$ cat src/logic/load_record_pkg.sv
// Shared constants and carriers for the assisted-load record loader.
// Assumes one clock domain; the record arrives as a stream of 16-bit words.
package load_record_pkg;

  localparam int WORD_W = 16;
  localparam int DATA_WORDS = 16;
  localparam int REC_WORDS = 20;          // set to 20, though first, sequence, segment, 16 data and 2 checksums make 21 words
  localparam int IDX_W = 5;
  localparam int ADDR_W = 16;
  localparam int LINE_BYTES = 32;

  // First-word patterns of the four load record kinds (odd parity each)
  localparam logic [15:0] FIRST_DATA = 16'h7303;
  localparam logic [15:0] FIRST_END = 16'h7305;
  localparam logic [15:0] FIRST_SKIP = 16'h7306;
  localparam logic [15:0] FIRST_RESET = 16'h0001;

  // Segment field layout
  localparam int SEG_COMP = 15;
  localparam int SEG_HIGH = 14;
  localparam int SEG_LOW = 13;
  localparam int SEG_BULK = 12;
  localparam int SEG_BANK = 11;
  localparam int SEG_A15 = 10;
  localparam logic [15:0] SEG_SEQ_ONLY = 16'h1000;
  localparam logic [15:0] SEG_ZERO = 16'h0000;

  // Word positions inside a record
  localparam logic [4:0] POS_FIRST = 5'h00;
  localparam logic [4:0] POS_SEQ = 5'h01;
  localparam logic [4:0] POS_SEG = 5'h02;
  localparam logic [4:0] POS_DATA0 = 5'h03;
  localparam logic [4:0] POS_SUM_EVEN = 5'h13;
  localparam logic [4:0] POS_SUM_ODD = 5'h14;
  localparam logic [4:0] POS_SHORT_SUM = 5'h03; // end and skip: first, seq, count, sums
  localparam logic [4:0] POS_DATA_LAST = 5'h12;

  typedef enum logic [1:0]
  {
    KIND_DATA = 2'b00,
    KIND_END = 2'b01,
    KIND_SKIP = 2'b10,
    KIND_RESET = 2'b11
  } rec_kind_type;

  // One memory write toward the selected targets
  typedef struct packed
  {
    logic [3:0] target;    // compression, high-rate, low-rate, bulk
    logic bank;
    logic [15:0] addr;
    logic [15:0] data;
  } mem_write_type;

  // Record outcome reported to the host logic
  typedef struct packed
  {
    logic accepted;
    logic parity_error;
    logic sum_error;
    logic seq_error;
    logic order_error;
    logic placement_error;
  } rec_result_type;

endpackage : load_record_pkg

$ cat src/logic/dual_checksum.sv
// Dual 16-bit checksum over alternate words of a record.
// Assumes clear is pulsed before the first word of each record.
`timescale 1ns/1ps
`default_nettype none
module dual_checksum
(
  input wire logic clk_in,
  input wire logic nrst_in,
  input wire logic clear_in,
  input wire logic add_in,
  input wire logic odd_in,
  input wire logic [15:0] word_in,
  output logic [15:0] sum_even_out,
  output logic [15:0] sum_odd_out
);

  // Two running sums; wrap modulo 2^16 by design
  always_ff @(posedge clk_in or negedge nrst_in)
  begin
    if (!nrst_in)
    begin
      sum_even_out <= 16'h0000;
      sum_odd_out <= 16'h0000;
    end
    else if (clear_in)
    begin
      sum_even_out <= 16'h0000;
      sum_odd_out <= 16'h0000;
    end
    else if (add_in)
    begin
      if (odd_in)
        sum_odd_out <= 16'(sum_odd_out + word_in);
      else
        sum_even_out <= 16'(sum_even_out + word_in);
    end
  end

endmodule : dual_checksum
`default_nettype wire

$ cat src/logic/segment_mapper.sv
// Maps a segment field and word position to a memory address.
// Purely combinational; the mapping is parameterised by one base and one XOR mask for all targets.
`timescale 1ns/1ps
`default_nettype none
module segment_mapper
#(
  parameter logic [15:0] MAP_BASE = 16'h0000,
  parameter logic [15:0] MAP_XOR = 16'h0000
)
(
  input wire logic [15:0] segment_in,
  input wire logic [3:0] word_idx_in,
  output logic [15:0] addr_out
);

  logic [15:0] line_addr;

  // Line number scaled by 64 bytes, then remapped; not plain concatenation
  assign line_addr = {segment_in[9:0], 6'h00} ^ MAP_XOR;
  assign addr_out = 16'(MAP_BASE + line_addr + {11'h000, word_idx_in, 1'b0});

endmodule : segment_mapper
`default_nettype wire

$ cat src/logic/load_record_loader.sv
// Boot-time loader for assisted-load records arriving word by word.
// Assumes words arrive synchronous to clk_in with a one-cycle strobe and a start marker.
`timescale 1ns/1ps
`default_nettype none
// How it works
// - Even parity first word means invalid record
// - Bit 15 writes compression processor memory
// - Bit 14 writes high-rate processor memory
// - Bit 13 writes low-rate processor memory
// - Bit 12 writes high-rate bulk store
// - Any target combination written together
// - Bank bit drives bank-select output; here it stays 0, since banked records are refused before the drain
// - Banked memory placement refused
// - Upper address bits; upper half refused
// - Address produced by mapping, not concatenation
// - Words addressed by position in line
// - Sequence numbers must increase across load
// - Both alternate-word checksums verified
// - From ROM only load records accepted
// - From RAM load records flagged invalid
// - Valid end record starts execution
// - End record count field ignored
// - Skip record breaks sequence, never first
// - Last segment decides skip bulk storage; a skip record here writes no memory
// - Reset record first, initializes sequencing
// - Reset record data words discarded
// - Segment 4096 writes no processor memory
// - Reset bulk bit matches the load; the loader never checks it
// - Reset segment zero means no bulk
module load_record_loader
(
  input wire logic clk_in,
  input wire logic nrst_in,
  input wire logic word_valid_in,
  input wire logic word_start_in,
  input wire logic [15:0] word_in,
  input wire logic ram_mode_in,
  output load_record_pkg::mem_write_type mem_write_out,
  output logic mem_write_valid_out,
  output logic bank_select_out,
  output load_record_pkg::rec_result_type result_out,
  output logic result_valid_out,
  output logic invalid_command_out,
  output logic start_exec_out,
  output logic load_active_out,
  output logic [15:0] last_seq_out
);

  typedef enum logic [1:0]
  {
    ST_IDLE = 2'b00,
    ST_BODY = 2'b01,
    ST_DROP = 2'b10
  } load_state_type;

  load_state_type state;
  load_record_pkg::rec_kind_type kind;
  logic [4:0] pos;
  logic [15:0] seq;
  logic [15:0] segment;
  logic [15:0] last_segment;
  logic [15:0] recv_even;
  logic [15:0] buffer [load_record_pkg::DATA_WORDS];
  logic [15:0] sum_even;
  logic [15:0] sum_odd;
  logic [4:0] drain_idx;
  logic draining;
  logic [15:0] drain_seg;
  logic [15:0] mapped_addr;
  logic parity_ok;
  logic is_load_kind;
  logic sum_add;
  logic sum_clear;
  logic rec_done;
  logic sums_good;
  logic seq_good;
  logic order_good;
  logic place_good;
  logic [15:0] eff_seg;
  logic [4:0] last_pos;
  load_record_pkg::rec_kind_type first_kind;

  // Odd parity check on the first 16 bits
  function automatic logic odd_parity(input logic [15:0] w);
    odd_parity = ^w;
  endfunction : odd_parity

  // First-word decode, used for kind; validity comes from is_load_kind
  function automatic load_record_pkg::rec_kind_type decode_kind(input logic [15:0] w);
    if (w == load_record_pkg::FIRST_END)
      decode_kind = load_record_pkg::KIND_END;
    else if (w == load_record_pkg::FIRST_SKIP)
      decode_kind = load_record_pkg::KIND_SKIP;
    else if (w == load_record_pkg::FIRST_RESET)
      decode_kind = load_record_pkg::KIND_RESET;
    else
      decode_kind = load_record_pkg::KIND_DATA;
  endfunction : decode_kind

  assign parity_ok = odd_parity(word_in);
  assign first_kind = decode_kind(word_in);
  // Only four patterns count; anything else is an invalid record
  assign is_load_kind = parity_ok && ((word_in == load_record_pkg::FIRST_DATA) ||
                        (word_in == load_record_pkg::FIRST_END) ||
                        (word_in == load_record_pkg::FIRST_SKIP) ||
                        (word_in == load_record_pkg::FIRST_RESET));

  // Short records carry only first, sequence, count and two sums
  assign last_pos = ((kind == load_record_pkg::KIND_END) || (kind == load_record_pkg::KIND_SKIP)) ?
                    5'(load_record_pkg::POS_SHORT_SUM + 5'h01) : load_record_pkg::POS_SUM_ODD;

  // Checksums cover sequence through last payload word
  assign sum_clear = word_valid_in && word_start_in;
  assign sum_add = word_valid_in && !word_start_in && (state == ST_BODY) &&
                   (pos < ((last_pos == load_record_pkg::POS_SUM_ODD) ?
                    load_record_pkg::POS_SUM_EVEN : load_record_pkg::POS_SHORT_SUM));

  dual_checksum u_sum
  (
    .clk_in(clk_in),
    .nrst_in(nrst_in),
    .clear_in(sum_clear),
    .add_in(sum_add),
    .odd_in(pos[0]),
    .word_in(word_in),
    .sum_even_out(sum_even),
    .sum_odd_out(sum_odd)
  );

  assign rec_done = word_valid_in && !word_start_in && (state == ST_BODY) && (pos == last_pos);
  assign sums_good = (recv_even == sum_even) && (word_in == sum_odd);
  // Skip opens a gap, so it only needs to move forward
  assign seq_good = (kind == load_record_pkg::KIND_RESET) ||
                    ((kind == load_record_pkg::KIND_SKIP) ? (seq > last_seq_out) :
                     (seq == 16'(last_seq_out + 16'h0001)));
  assign order_good = (kind == load_record_pkg::KIND_RESET) || load_active_out;
  // Skip records take their placement from the last segment seen
  assign eff_seg = (kind == load_record_pkg::KIND_SKIP) ? last_segment : segment;
  assign place_good = (kind != load_record_pkg::KIND_DATA) ||
                      (!segment[load_record_pkg::SEG_BANK] &&
                       !segment[load_record_pkg::SEG_A15]);

  // Word intake and record framing
  always_ff @(posedge clk_in or negedge nrst_in)
  begin
    if (!nrst_in)
    begin
      state <= ST_IDLE;
      pos <= 5'h00;
      kind <= load_record_pkg::KIND_DATA;
    end
    else if (word_valid_in && word_start_in)
    begin
      pos <= 5'h01;
      kind <= first_kind;
      // From RAM every load record is dropped
      state <= (is_load_kind && !ram_mode_in) ? ST_BODY : ST_DROP;
    end
    else if (word_valid_in && (state == ST_BODY))
    begin
      pos <= 5'(pos + 5'h01);
      if (rec_done)
        state <= ST_IDLE;
    end
  end

  // Field capture; count field of short records is never stored
  always_ff @(posedge clk_in or negedge nrst_in)
  begin
    if (!nrst_in)
    begin
      seq <= 16'h0000;
      segment <= 16'h0000;
      recv_even <= 16'h0000;
    end
    else if (word_valid_in && !word_start_in && (state == ST_BODY))
    begin
      if (pos == load_record_pkg::POS_SEQ)
        seq <= word_in;
      if ((pos == load_record_pkg::POS_SEG) && (last_pos == load_record_pkg::POS_SUM_ODD))
        segment <= word_in;
      if (pos == (5'(last_pos - 5'h01)))
        recv_even <= word_in;
    end
  end

  // Payload held until the record proves good; data go by position
  genvar g;
  generate
    for (g = 0; g < load_record_pkg::DATA_WORDS; g++)
    begin : g_buf
      always_ff @(posedge clk_in or negedge nrst_in)
      begin
        if (!nrst_in)
          buffer[g] <= 16'h0000;
        else if (word_valid_in && !word_start_in && (state == ST_BODY) &&
                 (last_pos == load_record_pkg::POS_SUM_ODD) &&
                 (pos == 5'(load_record_pkg::POS_DATA0 + 5'(g))))
          buffer[g] <= word_in;
      end
    end
  endgenerate

  // Sequence tracking and load state
  always_ff @(posedge clk_in or negedge nrst_in)
  begin
    if (!nrst_in)
    begin
      last_seq_out <= 16'h0000;
      last_segment <= 16'h0000;
      load_active_out <= 1'b0;
    end
    else if (rec_done && sums_good && order_good && seq_good && place_good)
    begin
      last_seq_out <= seq;
      if (kind == load_record_pkg::KIND_RESET)
        load_active_out <= 1'b1;
      if (kind == load_record_pkg::KIND_END)
        load_active_out <= 1'b0;
      if ((kind == load_record_pkg::KIND_DATA) || (kind == load_record_pkg::KIND_RESET))
        last_segment <= segment;
    end
  end

  // Drain of a good data record toward the memories
  always_ff @(posedge clk_in or negedge nrst_in)
  begin
    if (!nrst_in)
    begin
      draining <= 1'b0;
      drain_idx <= 5'h00;
      drain_seg <= 16'h0000;
    end
    else if (rec_done && sums_good && order_good && seq_good && place_good &&
             (kind == load_record_pkg::KIND_DATA) &&
             (segment != load_record_pkg::SEG_SEQ_ONLY))
    begin
      draining <= 1'b1;
      drain_idx <= 5'h00;
      drain_seg <= eff_seg;
    end
    else if (draining)
    begin
      drain_idx <= 5'(drain_idx + 5'h01);
      if (drain_idx == 5'(load_record_pkg::DATA_WORDS - 1))
        draining <= 1'b0;
    end
  end

  segment_mapper u_map
  (
    .segment_in(drain_seg),
    .word_idx_in(drain_idx[3:0]),
    .addr_out(mapped_addr)
  );

  // Memory write port; one word per cycle to every selected target
  always_ff @(posedge clk_in or negedge nrst_in)
  begin
    if (!nrst_in)
    begin
      mem_write_out <= '0;
      mem_write_valid_out <= 1'b0;
      bank_select_out <= 1'b0;
    end
    else
    begin
      mem_write_valid_out <= draining && (drain_seg[15:12] != 4'h0);
      mem_write_out.target <= {drain_seg[load_record_pkg::SEG_COMP],
                               drain_seg[load_record_pkg::SEG_HIGH],
                               drain_seg[load_record_pkg::SEG_LOW],
                               drain_seg[load_record_pkg::SEG_BULK]};
      mem_write_out.bank <= drain_seg[load_record_pkg::SEG_BANK];
      mem_write_out.addr <= mapped_addr;
      mem_write_out.data <= buffer[drain_idx[3:0]];
      bank_select_out <= drain_seg[load_record_pkg::SEG_BANK];
    end
  end

  // Record verdicts and execution start
  always_ff @(posedge clk_in or negedge nrst_in)
  begin
    if (!nrst_in)
    begin
      result_out <= '0;
      result_valid_out <= 1'b0;
      invalid_command_out <= 1'b0;
      start_exec_out <= 1'b0;
    end
    else
    begin
      result_valid_out <= rec_done || (word_valid_in && word_start_in &&
                          !(is_load_kind && !ram_mode_in));
      invalid_command_out <= word_valid_in && word_start_in &&
                             !(is_load_kind && !ram_mode_in);
      start_exec_out <= rec_done && sums_good && order_good && seq_good &&
                        (kind == load_record_pkg::KIND_END);
      result_out.accepted <= rec_done && sums_good && order_good && seq_good && place_good;
      // Any refused first word is reported as an invalid record
      result_out.parity_error <= word_valid_in && word_start_in &&
                                 !(is_load_kind && !ram_mode_in);
      result_out.sum_error <= rec_done && !sums_good;
      result_out.seq_error <= rec_done && order_good && !seq_good;
      result_out.order_error <= rec_done && !order_good;
      result_out.placement_error <= rec_done && !place_good;
    end
  end

endmodule : load_record_loader
`default_nettype wire

$ cat config.mk
export PLATFORM = sky130hd
export DESIGN_NAME = load_record_loader
export DESIGN_NICKNAME = d
export VERILOG_FILES = /design/src/logic/load_record_pkg.sv /design/src/logic/dual_checksum.sv /design/src/logic/segment_mapper.sv /design/src/logic/load_record_loader.sv
export SDC_FILE = /design/constraint.sdc
export NUM_CORES = 1
export LEC_CHECK = 0
export BUFFER_PORTS_ARGS = -buffer_cell sky130_fd_sc_hd__buf_2
export CAP_MARGIN = 20
export CELL_PAD_IN_SITES_DETAIL_PLACEMENT = 1
export CELL_PAD_IN_SITES_GLOBAL_PLACEMENT = 1
export CORE_MARGIN = 4
export CORE_UTILIZATION = 30
export CTS_BUF_LIST = sky130_fd_sc_hd__clkbuf_8
export DETAILED_ROUTE_END_ITERATION = 16
export MAX_ROUTING_LAYER = met4
export PLACE_DENSITY = 0.54
export SYNTH_ARGS = -nofsm -noshare
export SYNTH_HDL_FRONTEND = slang
export SYNTH_SLANG_ARGS = --single-unit
$ cat constraint.sdc
create_clock -name clk_in -period 3 [get_ports clk_in]
set_input_delay 0 -clock clk_in [delete_from_list [all_inputs] [get_ports clk_in]]
set_output_delay 0 -clock clk_in [all_outputs]
set_load 0.005 [all_outputs]
==> metrics.txt <==
worst setup skew after layout 37.74 ps; maximum number of pins on one net before global-route repair 89; top-level port count 86; maximum vdd drop 0.2837 mV; first-pass GRT wire length 98.84 mm; total detailed-routing wirelength 62.03 mm; Placement Rows 96; Synth area leader sky130_fd_sc_hd__dfrtp_1; die width 271.1 um; Setup CP Type reg2reg; shortest clock period the worst path allows after layout ~3100 ps; GRT overflow 0; most frequent CP cell sky130_fd_sc_hd__nor4_4; setup repair after global routing missed its margin true; fillers 7559; top cells by area in the synthesized netlist sky130_fd_sc_hd__dfrtp_1, sky130_fd_sc_hd__mux4_2, sky130_fd_sc_hd__o21ai_0; Arr. time, crit path 3640 ps; per-instance average area after synthesis 10.95 um^2; critical path data required time 3540 ps; fraction of final layout cells with drive strength greater than 1 23.56%; max-capacitance violation count 0; met3 wire length 2.061 mm; power after layout approximately 15 mW; Commonest cells post-synth sky130_fd_sc_hd__dfrtp_1, sky130_fd_sc_hd__o21ai_0, sky130_fd_sc_hd__nand2_1, sky130_fd_sc_hd__clkbuf_1, sky130_fd_sc_hd__mux4_2; number of DRC markers after the initial detailed-route iteration slightly above 700; Final ANT Viol Nets 0; Hold Path Class in2reg; Max Fclk 322.4 MHz; final RePlAce weighted congestion slightly above 0.8; overall track demand over capacity in global routing about 18%; slew at the pin closest to its max-slew limit 1044 ps; mapped cell area 0.02076 mm^2; wire length on met1 about 28 mm; Worst-path clk slew 60 ps; flops & latches, synth 442; Via density about 5; number of distinct library cell variants in the gate-level netlist after synthesis 65; placement-stage worst setup slack -170.1 ps; family of cells with the greatest summed delay on the critical path simple AND/OR/NAND/NOR gates; Clock Latency Late Sink 690 ps; total of endpoints with negative setup slack in the final report 36; placeable core region slightly below 0.07 mm^2; status finished with violations; register area share after synthesis 53.27%; iteration count of the initial detailed-routing pass 5; failing checks setup timing; Critical Path Source Type register; Max-Slew Margin vs Limit between 20% and 30%; number of instances in the synthesized netlist between 1500 and 2000; Post-Route Hold Slack around 190 ps; # nets final around 2200; top cell type's share of synthesized area 53.27%; area delta synth->final 20.89%; number of global-route vias before repair 16620; Post-synth ARST share 100.0%; yosys warns 0; Starting Density 30.27%; number of CTS-inserted buffers 86; max incr delay on CP 540 ps; Highest Signal Layer met4; initial antenna violation count 1; height of the die 271.1 um; Routed WL per cell 20.13 um; standard cell area after detailed placement 0.02280 mm^2; final sum of negative setup slack -2309 ps; final hold violation count 0; quantity of I/O buffers inserted on ports 83; post-route setup slack -101.8 ps; most frequently used flop master after synthesis sky130_fd_sc_hd__dfrtp_1; Pwr Density 581.9 mW/mm^2; TritonCTS clock tree built; Buf/Inv on CP 3; clock sink count between 400 and 500; via count 15020; EDFF count, synth 0; share of the cycle needed by the critical path after routing 103.4%; type of destination of the critical path register; final cell utilization of the core a little over a third; leading cell type by number of instances after synthesis sky130_fd_sc_hd__dfrtp_1; slowest stage cell, crit path sky130_fd_sc_hd__or4_4; placed cell count between 2000 and 3000; cell breakdown of the critical path ha_4 > or4_4 > nor4_4 > nand4_1 > nor4_4 > buf_4 > nor3b_4 > and2_4 > buf_6 > nand3_4 > buf_12 > mux2_4; H-tree levels 3; reported leakage power ~12 nW; residual DRC count 0; largest buffer count on any clock path 3; Design Area, Final 0.02510 mm^2; Max Slew Vio Count 0; Die Outline Area 0.07348 mm^2; clock tree root buffer cell sky130_fd_sc_hd__clkbuf_8; Final HPWL DP 39.79 mm; wire length on met2 30.18 mm; crit path max fanout 8; Post-Layout Cell Count a little over 3000
-- final timing paths --
kind	from	end	slack (ps)	cells past startpoint
min in group asynchronous	nrst_in	seq[10]$_DFFE_PN0P_	570	4
min reg2reg	drain_seg[1]$_DFFE_PN0P_	mem_write_out[23]$_DFF_PN0_	360	0
min	ram_mode_in	result_valid_out$_DFF_PN0_	190	4
max reg2reg	u_sum.sum_odd_out[4]$_DFFE_PN0P_	drain_seg[12]$_DFFE_PN0P_	-100	12
max	u_sum.sum_odd_out[4]$_DFFE_PN0P_	drain_seg[12]$_DFFE_PN0P_	-100	12
max in group asynchronous	nrst_in	buffer[118]$_DFFE_PN0P_	1990	4
-- logic make-up after synthesis --
| logic type | after synthesis | share of synthesized area [%] |
|---|---|---|
| AOI/OAI and AO/OA | 456 | 11.90 |
| xor gates and xnor gates | 65 | 2.742 |
| adders and majority gates | 75 | 4.592 |
| buffers and inverters | 170 | 3.357 |
| DFF | 442 | 53.27 |
| muxes | 146 | 12.58 |
| other | 1 | 0.01806 |
| and+or+nand+nor | 541 | 11.55 |
-- state kept, by name, indices dropped and copies added (netlist names), 2 cells and up --
register	count
result_out	5
drain_idx	5
last_seq_out	16
pos	5
drain_seg	15
kind	2
recv_even	16
segment	16
mem_write_out	34
u_sum.sum_even_out	16
seq	16
buffer	256
u_sum.sum_odd_out	16
last_segment	15
state	2
-- worst reg2reg max path, stage by stage (launching register included) --
cell,delay (ps)
sky130_fd_sc_hd__dfrtp_1,410
sky130_fd_sc_hd__ha_4,230
sky130_fd_sc_hd__or4_4,540
sky130_fd_sc_hd__nor4_4,140
sky130_fd_sc_hd__nand4_1,180
sky130_fd_sc_hd__nor4_4,190
sky130_fd_sc_hd__buf_4,160
sky130_fd_sc_hd__nor3b_4,180
sky130_fd_sc_hd__and2_4,180
sky130_fd_sc_hd__buf_6,110
sky130_fd_sc_hd__nand3_4,110
sky130_fd_sc_hd__buf_12,220
sky130_fd_sc_hd__mux2_4,300
-- timing repair --
item	in CTS	in global routing
gates cloned	2	0
setup buffers	2	2
hold buffers	23	0
hold endpoints to repair	589	0
gates resized for setup	31	38
pin swaps	0	1
setup endpoints to repair	55	55
-- cell usage in the layout, fill, tap and decap left out, drive strengths merged, types with 4 or more instances in the layout --
cell type and instances:
xor2 29, o211ai 7, o21a 4, o21ai 347
a31oi 8, nand3 72, a21oi 43, nor2 40
mux4 80, nand2b 4, nor3 21, a21o 11
and2 5, mux2 62, dfrtp 442, buf 195
a211oi 5, dlygate4sd3 22, nor4 17, clkbuf 111
inv 67, xnor2 36, or2 4, nor2b 5
a2111oi 4, nand2 330, mux2i 4, clkinv 19
and3 9, clkinvlp 5, nand4 20, o21bai 5
ha 73
-- power by group --
part           leakage (nW)  switching [mW]  internal (mW)
clock                  1.02            2.70           3.49
combinational          4.51            1.01          0.757
sequential             6.04           0.325           6.33
total                  11.6            4.03           10.6
-- metal layers --
layer	vias to the layer above	GRT usage (%)
met5	-	-
met4	0	5.255
met2	201	29.16
met1	7630	22.60
li1	7101	-
met3	92	2.696
-- area by class of cell --
class	instances	area, um^2	share of cell area [%]
inverters	49	183.9	0.7328
flip-flops and latches	442	11070	44.09
clock inverters	44	261.5	1.042
multi-input cells	1285	9176	36.56
well taps	931	1165	4.641
repair buffers	217	1714	6.829
diodes	2	5.005	0.01994
clock buffers	111	1528	6.086
Note: power is estimated with default switching activity, not from simulation.
